File: src/rtl/ir_codec_pkg.sv
/*
 * ir_codec_pkg: constants, types and timing for the infrared nibble
 * burst/gap codec.
 * assumes a single 50 MHz system clock; all times derive from it.
 */
package ir_codec_pkg;
	// system clock and carrier
	localparam int unsigned CLK_HZ = 50000000;
	localparam int unsigned CARRIER_HZ = 57600;
	// carrier period in clock cycles, rounded down (868)
	localparam int unsigned CARRIER_CLKS = CLK_HZ / CARRIER_HZ;
	localparam int unsigned HALF_CARRIER_CLKS = CARRIER_CLKS / 2;

	// nibble width and carrier-cycle counter width
	localparam int unsigned NIB_W = 4;
	localparam int unsigned CYC_W = 6;

	// burst lengths in carrier cycles, one per burst bin
	localparam logic [5:0] BURST_GRP0 = 6'h06;
	localparam logic [5:0] BURST_GRP1 = 6'h0c;
	localparam logic [5:0] BURST_GRP2 = 6'h12;
	localparam logic [5:0] BURST_GRP3 = 6'h18;
	// header burst and gap
	localparam logic [5:0] HDR_BURST = 6'h1e;
	localparam logic [5:0] HDR_GAP = 6'h0a;
	// first gap of every group and step between gaps
	localparam logic [5:0] GAP_BASE = 6'h0a;
	localparam logic [5:0] GAP_STEP = 6'h04;
	// first nibble of burst groups 1 to 3; group 0 starts at nibble 0
	localparam logic [3:0] GRP1_FIRST = 4'h6;
	localparam logic [3:0] GRP2_FIRST = 4'hb;
	localparam logic [3:0] GRP3_FIRST = 4'he;

	// decoder windows, in microseconds as printed
	localparam int unsigned BURST0_MIN_US = 87;
	localparam int unsigned BURST0_MAX_US = 174;
	localparam int unsigned BURST1_MIN_US = 191;
	localparam int unsigned BURST1_MAX_US = 278;
	localparam int unsigned BURST2_MIN_US = 295;
	localparam int unsigned BURST2_MAX_US = 382;
	localparam int unsigned BURST3_MIN_US = 399;
	localparam int unsigned BURST3_MAX_US = 486;
	// header burst accepted with the same -1/+4 cycle tolerance
	localparam int unsigned HDRB_MIN_US = 503;
	localparam int unsigned HDRB_MAX_US = 590;
	// gap windows, nominal +/- 1.9 carrier cycles
	localparam int unsigned GAP0_MIN_US = 141;
	localparam int unsigned GAP0_MAX_US = 207;
	localparam int unsigned GAP1_MIN_US = 210;
	localparam int unsigned GAP1_MAX_US = 276;
	localparam int unsigned GAP2_MIN_US = 280;
	localparam int unsigned GAP2_MAX_US = 345;
	localparam int unsigned GAP3_MIN_US = 349;
	localparam int unsigned GAP3_MAX_US = 415;
	localparam int unsigned GAP4_MIN_US = 418;
	localparam int unsigned GAP4_MAX_US = 484;
	localparam int unsigned GAP5_MIN_US = 488;
	localparam int unsigned GAP5_MAX_US = 554;
	// pulse trim ahead of a uart, 1.5 carrier cycles, in tenths
	localparam int unsigned TRIM_TENTHS = 15;

	// measurement counter width, enough for the longest gap time
	localparam int unsigned MEAS_W = 16;
	localparam int unsigned CLKS_PER_US = CLK_HZ / 1000000;

	// least and longest times both convert by the same exact multiply, no rounding
	function automatic logic [MEAS_W-1:0] us_min(input int unsigned us);
		us_min = MEAS_W'(us * CLKS_PER_US);
	endfunction
	function automatic logic [MEAS_W-1:0] us_max(input int unsigned us);
		us_max = MEAS_W'(us * CLKS_PER_US);
	endfunction

	localparam logic [MEAS_W-1:0] TRIM_CLKS =
		MEAS_W'((TRIM_TENTHS * CARRIER_CLKS) / 10);
	// gap long enough to mark end of transmission (past largest window)
	localparam logic [MEAS_W-1:0] IDLE_CLKS = us_max(GAP5_MAX_US + 100);

	// encoder states
	typedef enum logic [1:0] {
		TX_IDLE = 2'b00,
		TX_BURST = 2'b01,
		TX_GAP = 2'b10
	} tx_state_t;

	// decoder states
	typedef enum logic [1:0] {
		RX_IDLE = 2'b00,
		RX_BURST = 2'b01,
		RX_GAP = 2'b10
	} rx_state_t;

	// symbol on the encoder input: header request or data nibble
	typedef struct packed {
		logic header;
		logic [NIB_W-1:0] nibble;
	} tx_symbol_t;

	// decoded result
	typedef struct packed {
		logic header;
		logic [NIB_W-1:0] nibble;
	} rx_symbol_t;
endpackage

File: src/rtl/ir_pulse_trim.sv
/*
 * ir_pulse_trim: shortens each low pulse of the receiver output by a
 * fixed number of clocks before it reaches a uart.
 * assumes rx input is synchronous to clk_sys and active low.
 */
`timescale 1ns/100ps
module ir_pulse_trim #(
	parameter logic [15:0] TRIM = ir_codec_pkg::TRIM_CLKS
) (
	// clock and reset
	input wire logic clk_sys,
	input wire logic rst,
	// raw and trimmed receiver levels, low is burst
	input wire logic rx_n,
	output logic trimmed_n
);
	// clocks since the current low pulse began, saturating
	logic [15:0] low_cnt_reg;
	logic [15:0] low_cnt_next;
	logic out_reg;
	wire in_low = !rx_n;
	wire past_trim = (low_cnt_reg >= TRIM);

	// count while low; restart on every high level
	assign low_cnt_next = !in_low ? 16'h0000 :
		(past_trim ? low_cnt_reg : low_cnt_reg + 16'h0001);

	// delaying only the falling edge trims width, rising edge untouched
	always_ff @(posedge clk_sys or posedge rst) begin
		if (rst) begin
			low_cnt_reg <= 16'h0000;
			out_reg <= 1'b1;
		end else begin
			low_cnt_reg <= low_cnt_next;
			out_reg <= !(in_low && past_trim);
		end
	end
	// a pulse shorter than the trim vanishes entirely
	assign trimmed_n = out_reg;
endmodule

File: src/rtl/ir_nibble_burst_gap_codec.sv
/*
 * ir_nibble_burst_gap_codec: encodes nibbles into carrier bursts and
 * gaps, decodes demodulated receiver output back into nibbles, and
 * provides a trimmed receiver level for a uart.
 * assumes one 50 MHz clock and receiver output synchronous to it.
 */
`timescale 1ns/100ps
module ir_nibble_burst_gap_codec #(
	parameter int unsigned CARRIER_CLKS = ir_codec_pkg::CARRIER_CLKS
) (
	// clock and reset
	input wire logic clk_sys,
	input wire logic rst,
	// transmit symbol stream
	input wire ir_codec_pkg::tx_symbol_t tx_symbol,
	input wire logic tx_valid,
	output logic tx_ready,
	// emitter drive, carrier-modulated, high lights the led
	output logic ir_tx,
	// demodulated receiver output, low during a burst
	input wire logic ir_rx_n,
	// decoded symbol stream
	output ir_codec_pkg::rx_symbol_t rx_symbol,
	output logic rx_valid,
	output logic rx_frame_err,
	// receiver level trimmed for a direct uart connection
	output logic uart_rx_n
);
	// carrier divider: one-cycle enable in the last clock of each carrier period
	logic [15:0] car_cnt_reg;
	wire car_tick = (car_cnt_reg == 16'(CARRIER_CLKS - 1));
	wire car_high = (car_cnt_reg < 16'(CARRIER_CLKS / 2));

	always_ff @(posedge clk_sys or posedge rst) begin
		if (rst) begin
			car_cnt_reg <= 16'h0000;
		end else begin
			car_cnt_reg <= car_tick ? 16'h0000 : car_cnt_reg + 16'h0001;
		end
	end

	// burst length for a nibble by group
	function automatic logic [5:0] burst_len(input logic [3:0] n);
		if (n < ir_codec_pkg::GRP1_FIRST) begin
			burst_len = ir_codec_pkg::BURST_GRP0;
		end else if (n < ir_codec_pkg::GRP2_FIRST) begin
			burst_len = ir_codec_pkg::BURST_GRP1;
		end else if (n < ir_codec_pkg::GRP3_FIRST) begin
			burst_len = ir_codec_pkg::BURST_GRP2;
		end else begin
			burst_len = ir_codec_pkg::BURST_GRP3;
		end
	endfunction

	// first nibble of a nibble's group
	function automatic logic [3:0] grp_first(input logic [3:0] n);
		if (n < ir_codec_pkg::GRP1_FIRST) begin
			grp_first = 4'h0;
		end else if (n < ir_codec_pkg::GRP2_FIRST) begin
			grp_first = ir_codec_pkg::GRP1_FIRST;
		end else if (n < ir_codec_pkg::GRP3_FIRST) begin
			grp_first = ir_codec_pkg::GRP2_FIRST;
		end else begin
			grp_first = ir_codec_pkg::GRP3_FIRST;
		end
	endfunction

	// encoder
	ir_codec_pkg::tx_state_t tx_state_reg;
	ir_codec_pkg::tx_state_t tx_state_next;
	logic [5:0] tx_left_reg; // carrier cycles left in this phase
	logic [5:0] tx_left_next;
	logic [5:0] tx_gap_reg; // gap length held for the gap phase
	logic ir_tx_reg;

	// symbol lengths; only accepted on a carrier boundary
	wire [3:0] tx_nib = tx_symbol.nibble;
	wire [3:0] tx_idx = tx_nib - grp_first(tx_nib);
	wire [5:0] tx_burst = tx_symbol.header ? ir_codec_pkg::HDR_BURST :
		burst_len(tx_nib);
	wire [5:0] tx_gap = tx_symbol.header ? ir_codec_pkg::HDR_GAP :
		6'(ir_codec_pkg::GAP_BASE +
		ir_codec_pkg::GAP_STEP * {2'b00, tx_idx});
	wire tx_take = tx_valid && tx_ready;
	wire tx_last = (tx_left_reg == 6'h01);

	// symbols only start at a carrier boundary so the burst is whole
	assign tx_ready = car_tick && ((tx_state_reg == ir_codec_pkg::TX_IDLE) ||
		(tx_state_reg == ir_codec_pkg::TX_GAP && tx_last));

	// next-state: burst phase then gap phase per symbol
	always_comb begin
		tx_state_next = tx_state_reg;
		tx_left_next = tx_left_reg;
		case (tx_state_reg)
			ir_codec_pkg::TX_IDLE: begin
				if (tx_take) begin
					tx_state_next = ir_codec_pkg::TX_BURST;
					tx_left_next = tx_burst;
				end
			end
			ir_codec_pkg::TX_BURST: begin
				if (car_tick) begin
					tx_left_next = tx_left_reg - 6'h01;
					if (tx_last) begin
						tx_state_next = ir_codec_pkg::TX_GAP;
						tx_left_next = tx_gap_reg;
					end
				end
			end
			ir_codec_pkg::TX_GAP: begin
				if (car_tick) begin
					tx_left_next = tx_left_reg - 6'h01;
					if (tx_take) begin
						// back to back symbol
						tx_state_next = ir_codec_pkg::TX_BURST;
						tx_left_next = tx_burst;
					end else if (tx_last) begin
						tx_state_next = ir_codec_pkg::TX_IDLE;
					end
				end
			end
			default: begin
				tx_state_next = ir_codec_pkg::TX_IDLE;
			end
		endcase
	end

	// encoder registers; emitter is registered to stay glitch free
	always_ff @(posedge clk_sys or posedge rst) begin
		if (rst) begin
			tx_state_reg <= ir_codec_pkg::TX_IDLE;
			tx_left_reg <= 6'h00;
			tx_gap_reg <= 6'h00;
			ir_tx_reg <= 1'b0;
		end else begin
			tx_state_reg <= tx_state_next;
			tx_left_reg <= tx_left_next;
			if (tx_take) begin
				tx_gap_reg <= tx_gap;
			end
			// carrier only in burst; off through gap and idle
			ir_tx_reg <= (tx_state_next == ir_codec_pkg::TX_BURST) &&
				(tx_take || car_tick ? 1'b1 : car_high);
		end
	end
	assign ir_tx = ir_tx_reg;

	// decoder
	ir_codec_pkg::rx_state_t rx_state_reg;
	ir_codec_pkg::rx_state_t rx_state_next;
	logic [ir_codec_pkg::MEAS_W-1:0] meas_reg; // clocks in this level
	logic [2:0] bbin_reg; // burst bin: 0..3 data, 4 header
	logic rx_low_reg; // previous level, for edges
	ir_codec_pkg::rx_symbol_t rx_symbol_reg;
	logic rx_valid_reg;
	logic rx_err_reg;

	// a low level is a burst, high is idle or gap
	wire rx_low = !ir_rx_n;
	wire fall = rx_low && !rx_low_reg;
	wire rise = !rx_low && rx_low_reg;

	// window test: measured length inside [lo, hi] microseconds
	function automatic logic in_win(input logic [15:0] m,
		input int unsigned lo, input int unsigned hi);
		in_win = (m >= ir_codec_pkg::us_min(lo)) &&
			(m <= ir_codec_pkg::us_max(hi));
	endfunction

	// burst bins, windows span -1/+4 carrier cycles, covering jitter
	wire b0 = in_win(meas_reg, ir_codec_pkg::BURST0_MIN_US,
		ir_codec_pkg::BURST0_MAX_US);
	wire b1 = in_win(meas_reg, ir_codec_pkg::BURST1_MIN_US,
		ir_codec_pkg::BURST1_MAX_US);
	wire b2 = in_win(meas_reg, ir_codec_pkg::BURST2_MIN_US,
		ir_codec_pkg::BURST2_MAX_US);
	wire b3 = in_win(meas_reg, ir_codec_pkg::BURST3_MIN_US,
		ir_codec_pkg::BURST3_MAX_US);
	wire bh = in_win(meas_reg, ir_codec_pkg::HDRB_MIN_US,
		ir_codec_pkg::HDRB_MAX_US);
	wire [2:0] bbin_new = b0 ? 3'h0 : b1 ? 3'h1 : b2 ? 3'h2 :
		b3 ? 3'h3 : 3'h4;
	wire burst_ok = b0 | b1 | b2 | b3 | bh;

	// gap bins at +/-1.9 cycles, dead zones between them
	wire [5:0] gwin;
	assign gwin[0] = in_win(meas_reg, ir_codec_pkg::GAP0_MIN_US,
		ir_codec_pkg::GAP0_MAX_US);
	assign gwin[1] = in_win(meas_reg, ir_codec_pkg::GAP1_MIN_US,
		ir_codec_pkg::GAP1_MAX_US);
	assign gwin[2] = in_win(meas_reg, ir_codec_pkg::GAP2_MIN_US,
		ir_codec_pkg::GAP2_MAX_US);
	assign gwin[3] = in_win(meas_reg, ir_codec_pkg::GAP3_MIN_US,
		ir_codec_pkg::GAP3_MAX_US);
	assign gwin[4] = in_win(meas_reg, ir_codec_pkg::GAP4_MIN_US,
		ir_codec_pkg::GAP4_MAX_US);
	assign gwin[5] = in_win(meas_reg, ir_codec_pkg::GAP5_MIN_US,
		ir_codec_pkg::GAP5_MAX_US);
	wire [2:0] gbin = gwin[0] ? 3'h0 : gwin[1] ? 3'h1 : gwin[2] ? 3'h2 :
		gwin[3] ? 3'h3 : gwin[4] ? 3'h4 : 3'h5;

	// groups hold 6, 5, 3, 2 gap values; higher gap bins are illegal
	wire [2:0] gmax = (bbin_reg == 3'h0) ? 3'h5 : (bbin_reg == 3'h1) ?
		3'h4 : (bbin_reg == 3'h2) ? 3'h2 : (bbin_reg == 3'h3) ? 3'h1 :
		3'h0;
	wire gap_ok = (|gwin) && (gbin <= gmax);
	wire [3:0] grp_base = (bbin_reg == 3'h0) ? 4'h0 :
		(bbin_reg == 3'h1) ? ir_codec_pkg::GRP1_FIRST :
		(bbin_reg == 3'h2) ? ir_codec_pkg::GRP2_FIRST :
		ir_codec_pkg::GRP3_FIRST;
	wire [3:0] dec_nib = grp_base + {1'b0, gbin};
	// a gap ends at the next fall, or when it runs past every window
	wire gap_end = fall ||
		(!rx_low && meas_reg >= ir_codec_pkg::IDLE_CLKS);
	wire is_hdr = (bbin_reg == 3'h4);

	// decoder sequencing: idle, time burst, time gap
	always_comb begin
		rx_state_next = rx_state_reg;
		case (rx_state_reg)
			ir_codec_pkg::RX_IDLE: begin
				if (fall) begin
					rx_state_next = ir_codec_pkg::RX_BURST;
				end
			end
			ir_codec_pkg::RX_BURST: begin
				if (rise) begin
					// bad burst drops the symbol
					rx_state_next = burst_ok ? ir_codec_pkg::RX_GAP :
						ir_codec_pkg::RX_IDLE;
				end
			end
			ir_codec_pkg::RX_GAP: begin
				if (gap_end) begin
					rx_state_next = fall ? ir_codec_pkg::RX_BURST :
						ir_codec_pkg::RX_IDLE;
				end
			end
			default: begin
				rx_state_next = ir_codec_pkg::RX_IDLE;
			end
		endcase
	end

	// measurement counter restarts at each edge and saturates
	always_ff @(posedge clk_sys or posedge rst) begin
		if (rst) begin
			meas_reg <= '0;
			rx_low_reg <= 1'b0;
		end else begin
			rx_low_reg <= rx_low;
			if (fall || rise) begin
				meas_reg <= 16'h0001;
			end else if (meas_reg != 16'hffff) begin
				meas_reg <= meas_reg + 16'h0001;
			end
		end
	end

	// bin capture and result outputs; valid and error are pulses
	always_ff @(posedge clk_sys or posedge rst) begin
		if (rst) begin
			rx_state_reg <= ir_codec_pkg::RX_IDLE;
			bbin_reg <= 3'h0;
			rx_symbol_reg <= '0;
			rx_valid_reg <= 1'b0;
			rx_err_reg <= 1'b0;
		end else begin
			rx_state_reg <= rx_state_next;
			rx_valid_reg <= 1'b0;
			rx_err_reg <= 1'b0;
			if (rx_state_reg == ir_codec_pkg::RX_BURST && rise) begin
				bbin_reg <= bbin_new;
				rx_err_reg <= !burst_ok;
			end
			if (rx_state_reg == ir_codec_pkg::RX_GAP && gap_end) begin
				// header gap must match the header's 10-cycle bin
				if (is_hdr ? gwin[0] : gap_ok) begin
					rx_valid_reg <= 1'b1;
					rx_symbol_reg.header <= is_hdr;
					rx_symbol_reg.nibble <= is_hdr ? 4'h0 : dec_nib;
				end else begin
					rx_err_reg <= 1'b1;
				end
			end
		end
	end
	assign rx_symbol = rx_symbol_reg;
	assign rx_valid = rx_valid_reg;
	assign rx_frame_err = rx_err_reg;

	// uart path: trimmed so mid-bit sampling at 8 of 16 stays clean
	ir_pulse_trim #(
		.TRIM(ir_codec_pkg::TRIM_CLKS)
	) u_trim (
		.clk_sys(clk_sys),
		.rst(rst),
		.rx_n(ir_rx_n),
		.trimmed_n(uart_rx_n)
	);
endmodule

File: config.mk
export PLATFORM = sky130hd
export DESIGN_NAME = ir_nibble_burst_gap_codec
export DESIGN_NICKNAME = d
export VERILOG_FILES = /design/src/rtl/ir_codec_pkg.sv /design/src/rtl/ir_pulse_trim.sv /design/src/rtl/ir_nibble_burst_gap_codec.sv
export SDC_FILE = /design/constraint.sdc
export NUM_CORES = 1
export LEC_CHECK = 0
export ABC_CLOCK_PERIOD_IN_PS = 4350
export BUFFER_PORTS_ARGS = -buffer_cell sky130_fd_sc_hd__buf_4
export CORE_MARGIN = 3
export CORE_UTILIZATION = 63
export DETAILED_ROUTE_END_ITERATION = 12
export HOLD_SLACK_MARGIN = 0.03
export PLACE_DENSITY = 0.81
export SLEW_MARGIN = 10
export SYNTH_ARGS = -nofsm -noshare
export SYNTH_HDL_FRONTEND = slang
export SYNTH_SLANG_ARGS = --single-unit
File: constraint.sdc
create_clock -name clk_sys -period 4.35 [get_ports clk_sys]
set_input_delay 0.6525 -clock clk_sys [delete_from_list [all_inputs] [get_ports clk_sys]]
set_output_delay 0.6525 -clock clk_sys [all_outputs]
set_load 0.005 [all_outputs]
## After elaboration in Yosys (flattened, before gate mapping)

Cells that the tools add are included.
W data, S select, Z words.

| cells by class | value |
|---|---|
| muxes and demuxes | 56 |
| reductions and logical operators | 39 |
| $add $sub $neg | 7 |
| bitwise logic cells | 4 |
| order comparisons | 29 |
| equality and inequality tests | 19 |

Operator list:

| cell | number |
|---|---|
| $le A16 B15 Y1 const B | 7 |
| $ge A16 B15 Y1 const B | 6 |
| $mux W16 | 5 |
| $ge A16 B14 Y1 const B | 4 |
| $le A16 B14 Y1 const B | 4 |
| $add A16 B1 Y16 const B | 3 |
| $mux W6 | 7 |
| $mux W3 | 12 |
| $ge A16 B13 Y1 const B | 2 |
| $mux W4 | 6 |
| $logic_and A1 B1 Y1 | 22 |
| $mux W2 | 11 |
| $pmux W6 S3 | 1 |
| $eq A16 B10 Y1 const B | 1 |
| $ge A16 B11 Y1 const B | 1 |
| $lt A16 B9 Y1 const B | 1 |
| $ne A16 B16 Y1 const B | 1 |
| $ne A2 B2 Y1 const B | 7 |
| $pmux W2 S3 | 2 |
| $mux W1 | 10 |
| $mux W5 | 2 |
| $lt A4 B4 Y1 const B | 2 |
| $add A4 B6 Y6 const A | 1 |
| $eq A2 B1 Y1 const B | 3 |
| 21 further kinds | 33 |

| word-level totals | value |
|---|---|
| input bits | 9 |
| word-level logic and storage cells | 169 |
| flip-flop bits (word level) | 77 |
| output and inout port bits | 10 |

## Longest topological paths before layout

| logic depth | value |
|---|---|
| word-level depth | 12 |
| depth in mapped cells | 17 |
| depth with buffers taken out | 16 |

## Hierarchy

From an unflattened synthesis, not the netlist that was laid out.

| second synthesis, totals | value |
|---|---|
| cells, all modules | 641 |
| area total of the unflattened synthesis | 5535.3 um^2 |

By module, submodules not included:

| module | instances | cells an instance | area an instance (um^2) | seq. area each (um^2) |
|---|---|---|---|---|
| ir_nibble_burst_gap_codec | 1 | 560 | 4694.5 | 1476.4 |
| ir_pulse_trim | 1 | 81 | 840.8 | 426.7 |

## Worst setup path before layout

OpenSTA, ideal clock, no wires.

| timing path | value |
|---|---|
| path type | reg-to-reg |
| from | reg meas_reg[13] in the netlist's numbering |
| to | reg rx_symbol_reg, in the netlist rx_symbol[4] |
| data required time | 4.225 ns |
| buffers on the path | 2 |
| setup time | 0.125 ns |
| stages on the path, launching flop included | 15 |
| setup slack | 1.082 ns |
| clock period less this slack | 3.268 ns |
| arrival | 3.143 ns |
| path through | dfrtp_1 buf_2 buf_6 nor4b_1 a221oi_1 a41oi_1 o211ai_1 ha_1 nor2b_1 o21a_1 o21ai_0 inv_1 a211o_1 a21oi_4 mux2_4 |

| on the way | value |
|---|---|
| longest elaborated chain between the ends | 11 |
| elaborated cells on any way between the ends | 32 |
| classes of those cells | order compare: 14; mux: 6; reduce/logical: 12 |

RTL lines:

| element | line | source |
|---|---|---|
| from (decl) | ir_nibble_burst_gap_codec.sv:152 | `logic [ir_codec_pkg::MEAS_W-1:0] meas_reg;` |
| from (signal assigned) | ir_nibble_burst_gap_codec.sv:256 | `meas_reg <= meas_reg + 16'h0001;` |
| $ge A16 B15 Y1 / $le A16 B15 Y1 (equally long branches) | ir_nibble_burst_gap_codec.sv:167, ir_nibble_burst_gap_codec.sv:168 |  |
| $logic_and A1 B1 Y1 | ir_nibble_burst_gap_codec.sv:167 | `in_win = (m >= ir_codec_pkg::us_min(lo)) &&` |
| $mux W1 | ir_nibble_burst_gap_codec.sv:201 | `gwin[3] ? 3'h3 : gwin[4] ? 3'h4 : 3'h5;` |
| $mux W3 | ir_nibble_burst_gap_codec.sv:201 |  |
| $mux W3 (3 in series) | ir_nibble_burst_gap_codec.sv:200 | `wire [2:0] gbin = gwin[0] ? 3'h0 : gwin[1] ? 3'h1 : gwin[2] ? 3'h2 :` |
| $le A3 B3 Y1 | ir_nibble_burst_gap_codec.sv:207 | `wire gap_ok = (\|gwin) && (gbin <= gmax);` |
| $logic_and A1 B1 Y1 | ir_nibble_burst_gap_codec.sv:207 |  |
| $mux W1 | ir_nibble_burst_gap_codec.sv:279 | `if (is_hdr ? gwin[0] : gap_ok) begin` |
| $reduce_and A2 Y1 (no line) * | n/a |  |
| to (decl) | ir_nibble_burst_gap_codec.sv:155 | `ir_codec_pkg::rx_symbol_t rx_symbol_reg;` |

Mark *: on every way between the ends. The rest lies on a longest branch, timed or not.
A chain may end at the register's enable or synchronous reset.

## Final worst setup path

| timing path | value |
|---|---|
| from | reg meas_reg[9] in the netlist's numbering |
| to | reg rx_symbol_reg, in the netlist rx_symbol[4] |

Same word-level chain as after synthesis.

==> metrics.txt <==
Hold WS between 400 and 500 ps; DRT Pass-1 Iters 5; post-synthesis compound-gate area fraction 19.3%; Final setup viols 0; Syn Area/Cell between 8 and 9 sq um; yosys warns 0; most frequent cell after synthesis dfrtp_1; CTS tree built; Max Cap Violations 0; Post-DP HPWL ~11 mm; Gate Count Post-Synth ~640; status finished clean; sw power between 0.4 and 0.5 mW; number of library cell types mapped by synthesis just over 80; Post-Syn Area 5410 sq um; first-pass GRT wire length 25.0 mm; clock buffer depth 2; Final #Nets approximately 680; leading area contributor after synthesis dfrtp_1; routed vias ~5,000; drt wl/cell approximately 20 um; Sink Count between 70 and 80; total CTS buffers 9; DRT antenna net count 0; Post-CTS Resized 0; post-route cell area a little under 6000 sq um; Comb power frac 12.5%; power consumption between 1 and 1.5 mW; largest net degree at the start of global routing 53; sequential share of the synthesized area 35.2%; Total GRT Usage 31.6%; Pint between 1 and 1.5 mW; port bufs 18; Layout area overhead 6.99%; largest family of logic cells by synthesized area simple AND/OR/NAND/NOR gates; initial antenna violation count 0; area share of the largest cell type after synthesis approximately a third; commonest cells in the netlist 75 x dfrtp_1, 61 x nand2_1, 55 x nor2_1; Total Routed Length around 15 mm; IO Pins 19; f_max between 200 and 300 MHz; relative slew slack around 25%; fraction of layout cells with a size suffix above 1 about a tenth; syn nets 671; RSZ-0062 raised after global routing no; Seq cells post-synth between 70 and 80; Flop pwr share 51.5%; Die Area around 9700 sq um; Hold Buf Count CTS 0; Synth Area in Simple Gates between 20% and 30%; Adder-Cell Fraction of Synth Area around 6.2%; Sw Share 31.4%; H-tree depth 3; grt ovf 0; drt drc 0; GPL Wtd Cong 1.07; post-synthesis mux area share 0.278%; clock network power share between 30% and 40%; max-slew violations 0; setup TNS 0 ps; Req. time, crit path between 4000 and 5000 ps; DRT iter0 DRCs around 490; critical path fanouts, max 17; Post-synth EDFFs 0; worst vdd ir approximately 0.00014 V; worst slew pin tran about 1100 ps; period utilisation layout 89.0%; CP startpoint kind register; PD cells 257 nW/um^2; xor and xnor area share after synthesis approximately 6.3%; endpoint class of the critical path register; Most used DFF post-synth dfrtp_1; asr flop ratio synth 100%; vias per inst ~6.7; dpl cell area 5600 sq um; setup bufs post-CTS 0; initial core utilization 65.5%; leakage between 2 and 3 nW; Die Height 98.6 um; Die Width approximately 99 um; crit path DAT slightly above 4000 ps; min cycle time layout just under 4000 ps; largest cells by area after synthesis dfrtp_1 35%, ha_1 5.8%, nand2_1 4.2%, nor2_1 3.8%, xnor2_1 3.7%; Clk Latency, worst-skew pair between 300 and 400 ps; worst min path class register to register; area of the core between 8000 and 9000 sq um; Ant. Diodes 0; clk_skew roughly 13 ps; Clk pin slew, worst setup/hold paths 90 ps; Final Hold Viols 0; vias in the first global route roughly 4,900; Setup Crit Path Kind register to register; FP Rows 33; Root Buffer clkbuf_8
[power by group through the flow]
stage               Clock, mW  Sequential (mW)  Combinational, mW
finish                  0.534            0.766              0.186
global route            0.570            0.769              0.211
CTS                     0.536            0.764              0.186
detailed placement          0            0.777              0.185
global placement            0            0.777              0.180
floorplan                   0            0.750              0.156
[cell usage in the layout (no fill, tap or decap), types with 9 or more instances in the layout]
master / synthesis / layout
dfrtp_1: 75 / 75
xnor2_1: 23 / 23
inv_1: 34 / 33
and2_1: 16 / 16
nor2b_1: 14 / 14
nor2_1: 55 / 55
clkbuf_8: 0 / 9
buf_4: 3 / 31
nand3_1: 27 / 27
nand2_1: 61 / 61
nand4_1: 13 / 13
o21ai_0: 30 / 30
and3_1: 18 / 18
ha_1: 25 / 25
a21oi_1: 25 / 25
xor2_1: 16 / 16
nor3_1: 17 / 17
[critical path, stage by stage (launching register included)]
cell and delay (ps):
dfrtp_1 800, nand2_1 150, o311ai_1 430, a221oi_1 150
a41oi_1 290, o211ai_1 260, ha_1 370, nor2b_1 140
o21a_1 160, o21ai_0 130, inv_1 90, a211o_1 260
a21oi_4 200, mux2_4 320
[final timing paths]
| path | from | to | slack [ps] | depth (start not counted) |
|---|---|---|---|---|
| worst max register to register | meas_reg[9] | rx_symbol[4] | 480 | 13 |
| worst min register to register | car_cnt_reg[0] | car_cnt_reg[0] | 470 | 1 |
| min in group asynchronous | rst | car_cnt_reg[8] | 590 | 2 |
| worst max-delay path | meas_reg[9] | rx_symbol[4] | 480 | 13 |
| worst min-delay path | car_cnt_reg[0] | car_cnt_reg[0] | 470 | 1 |
| max in group asynchronous | rst | u_trim.trimmed_n | 2790 | 3 |
[cell families after synthesis]
family / count (synthesis)
buffers and inverters: 71
and+or+nand+nor: 272
adders and majority gates: 26
muxes: 1
xor gates and xnor gates: 39
AOI/OAI and AO/OA: 151
DFF: 76
[layer usage]
layer | track usage, % | up-vias | wire [um] | part of all wire, %
li1 | - | 2307 | - | -
met1 | 41.7 | 2433 | 6090 | 41
met2 | 52.3 | 229 | 7230 | 49
met3 | 4.10 | 52 | 945 | 6.3
met4 | 13.4 | 0 | 622 | 4.2
met5 | 0 | - | 0 | 0
[cell type report]
cell class | instances | area, sq um
repair buffers | 31 | 233
flip-flops and latches | 76 | 1900
well taps | 105 | 131
inverters | 34 | 128
multi-input cells | 489 | 3200
clock inverters | 7 | 65.1
fillers | 633 | 2470
clock buffers | 9 | 124
[through the flow]
stage | util, % | instances | setup WS (ps)
floorplan | - | 636 | 1080
global placement | 67.8 | 735 | 545
detailed placement | 67.8 | 735 | 485
CTS | 70.0 | 751 | 472
global route | 70.0 | 751 | 177
finish | 70.0 | 751 | 478
Note: power is estimated with default switching activity, not from simulation.
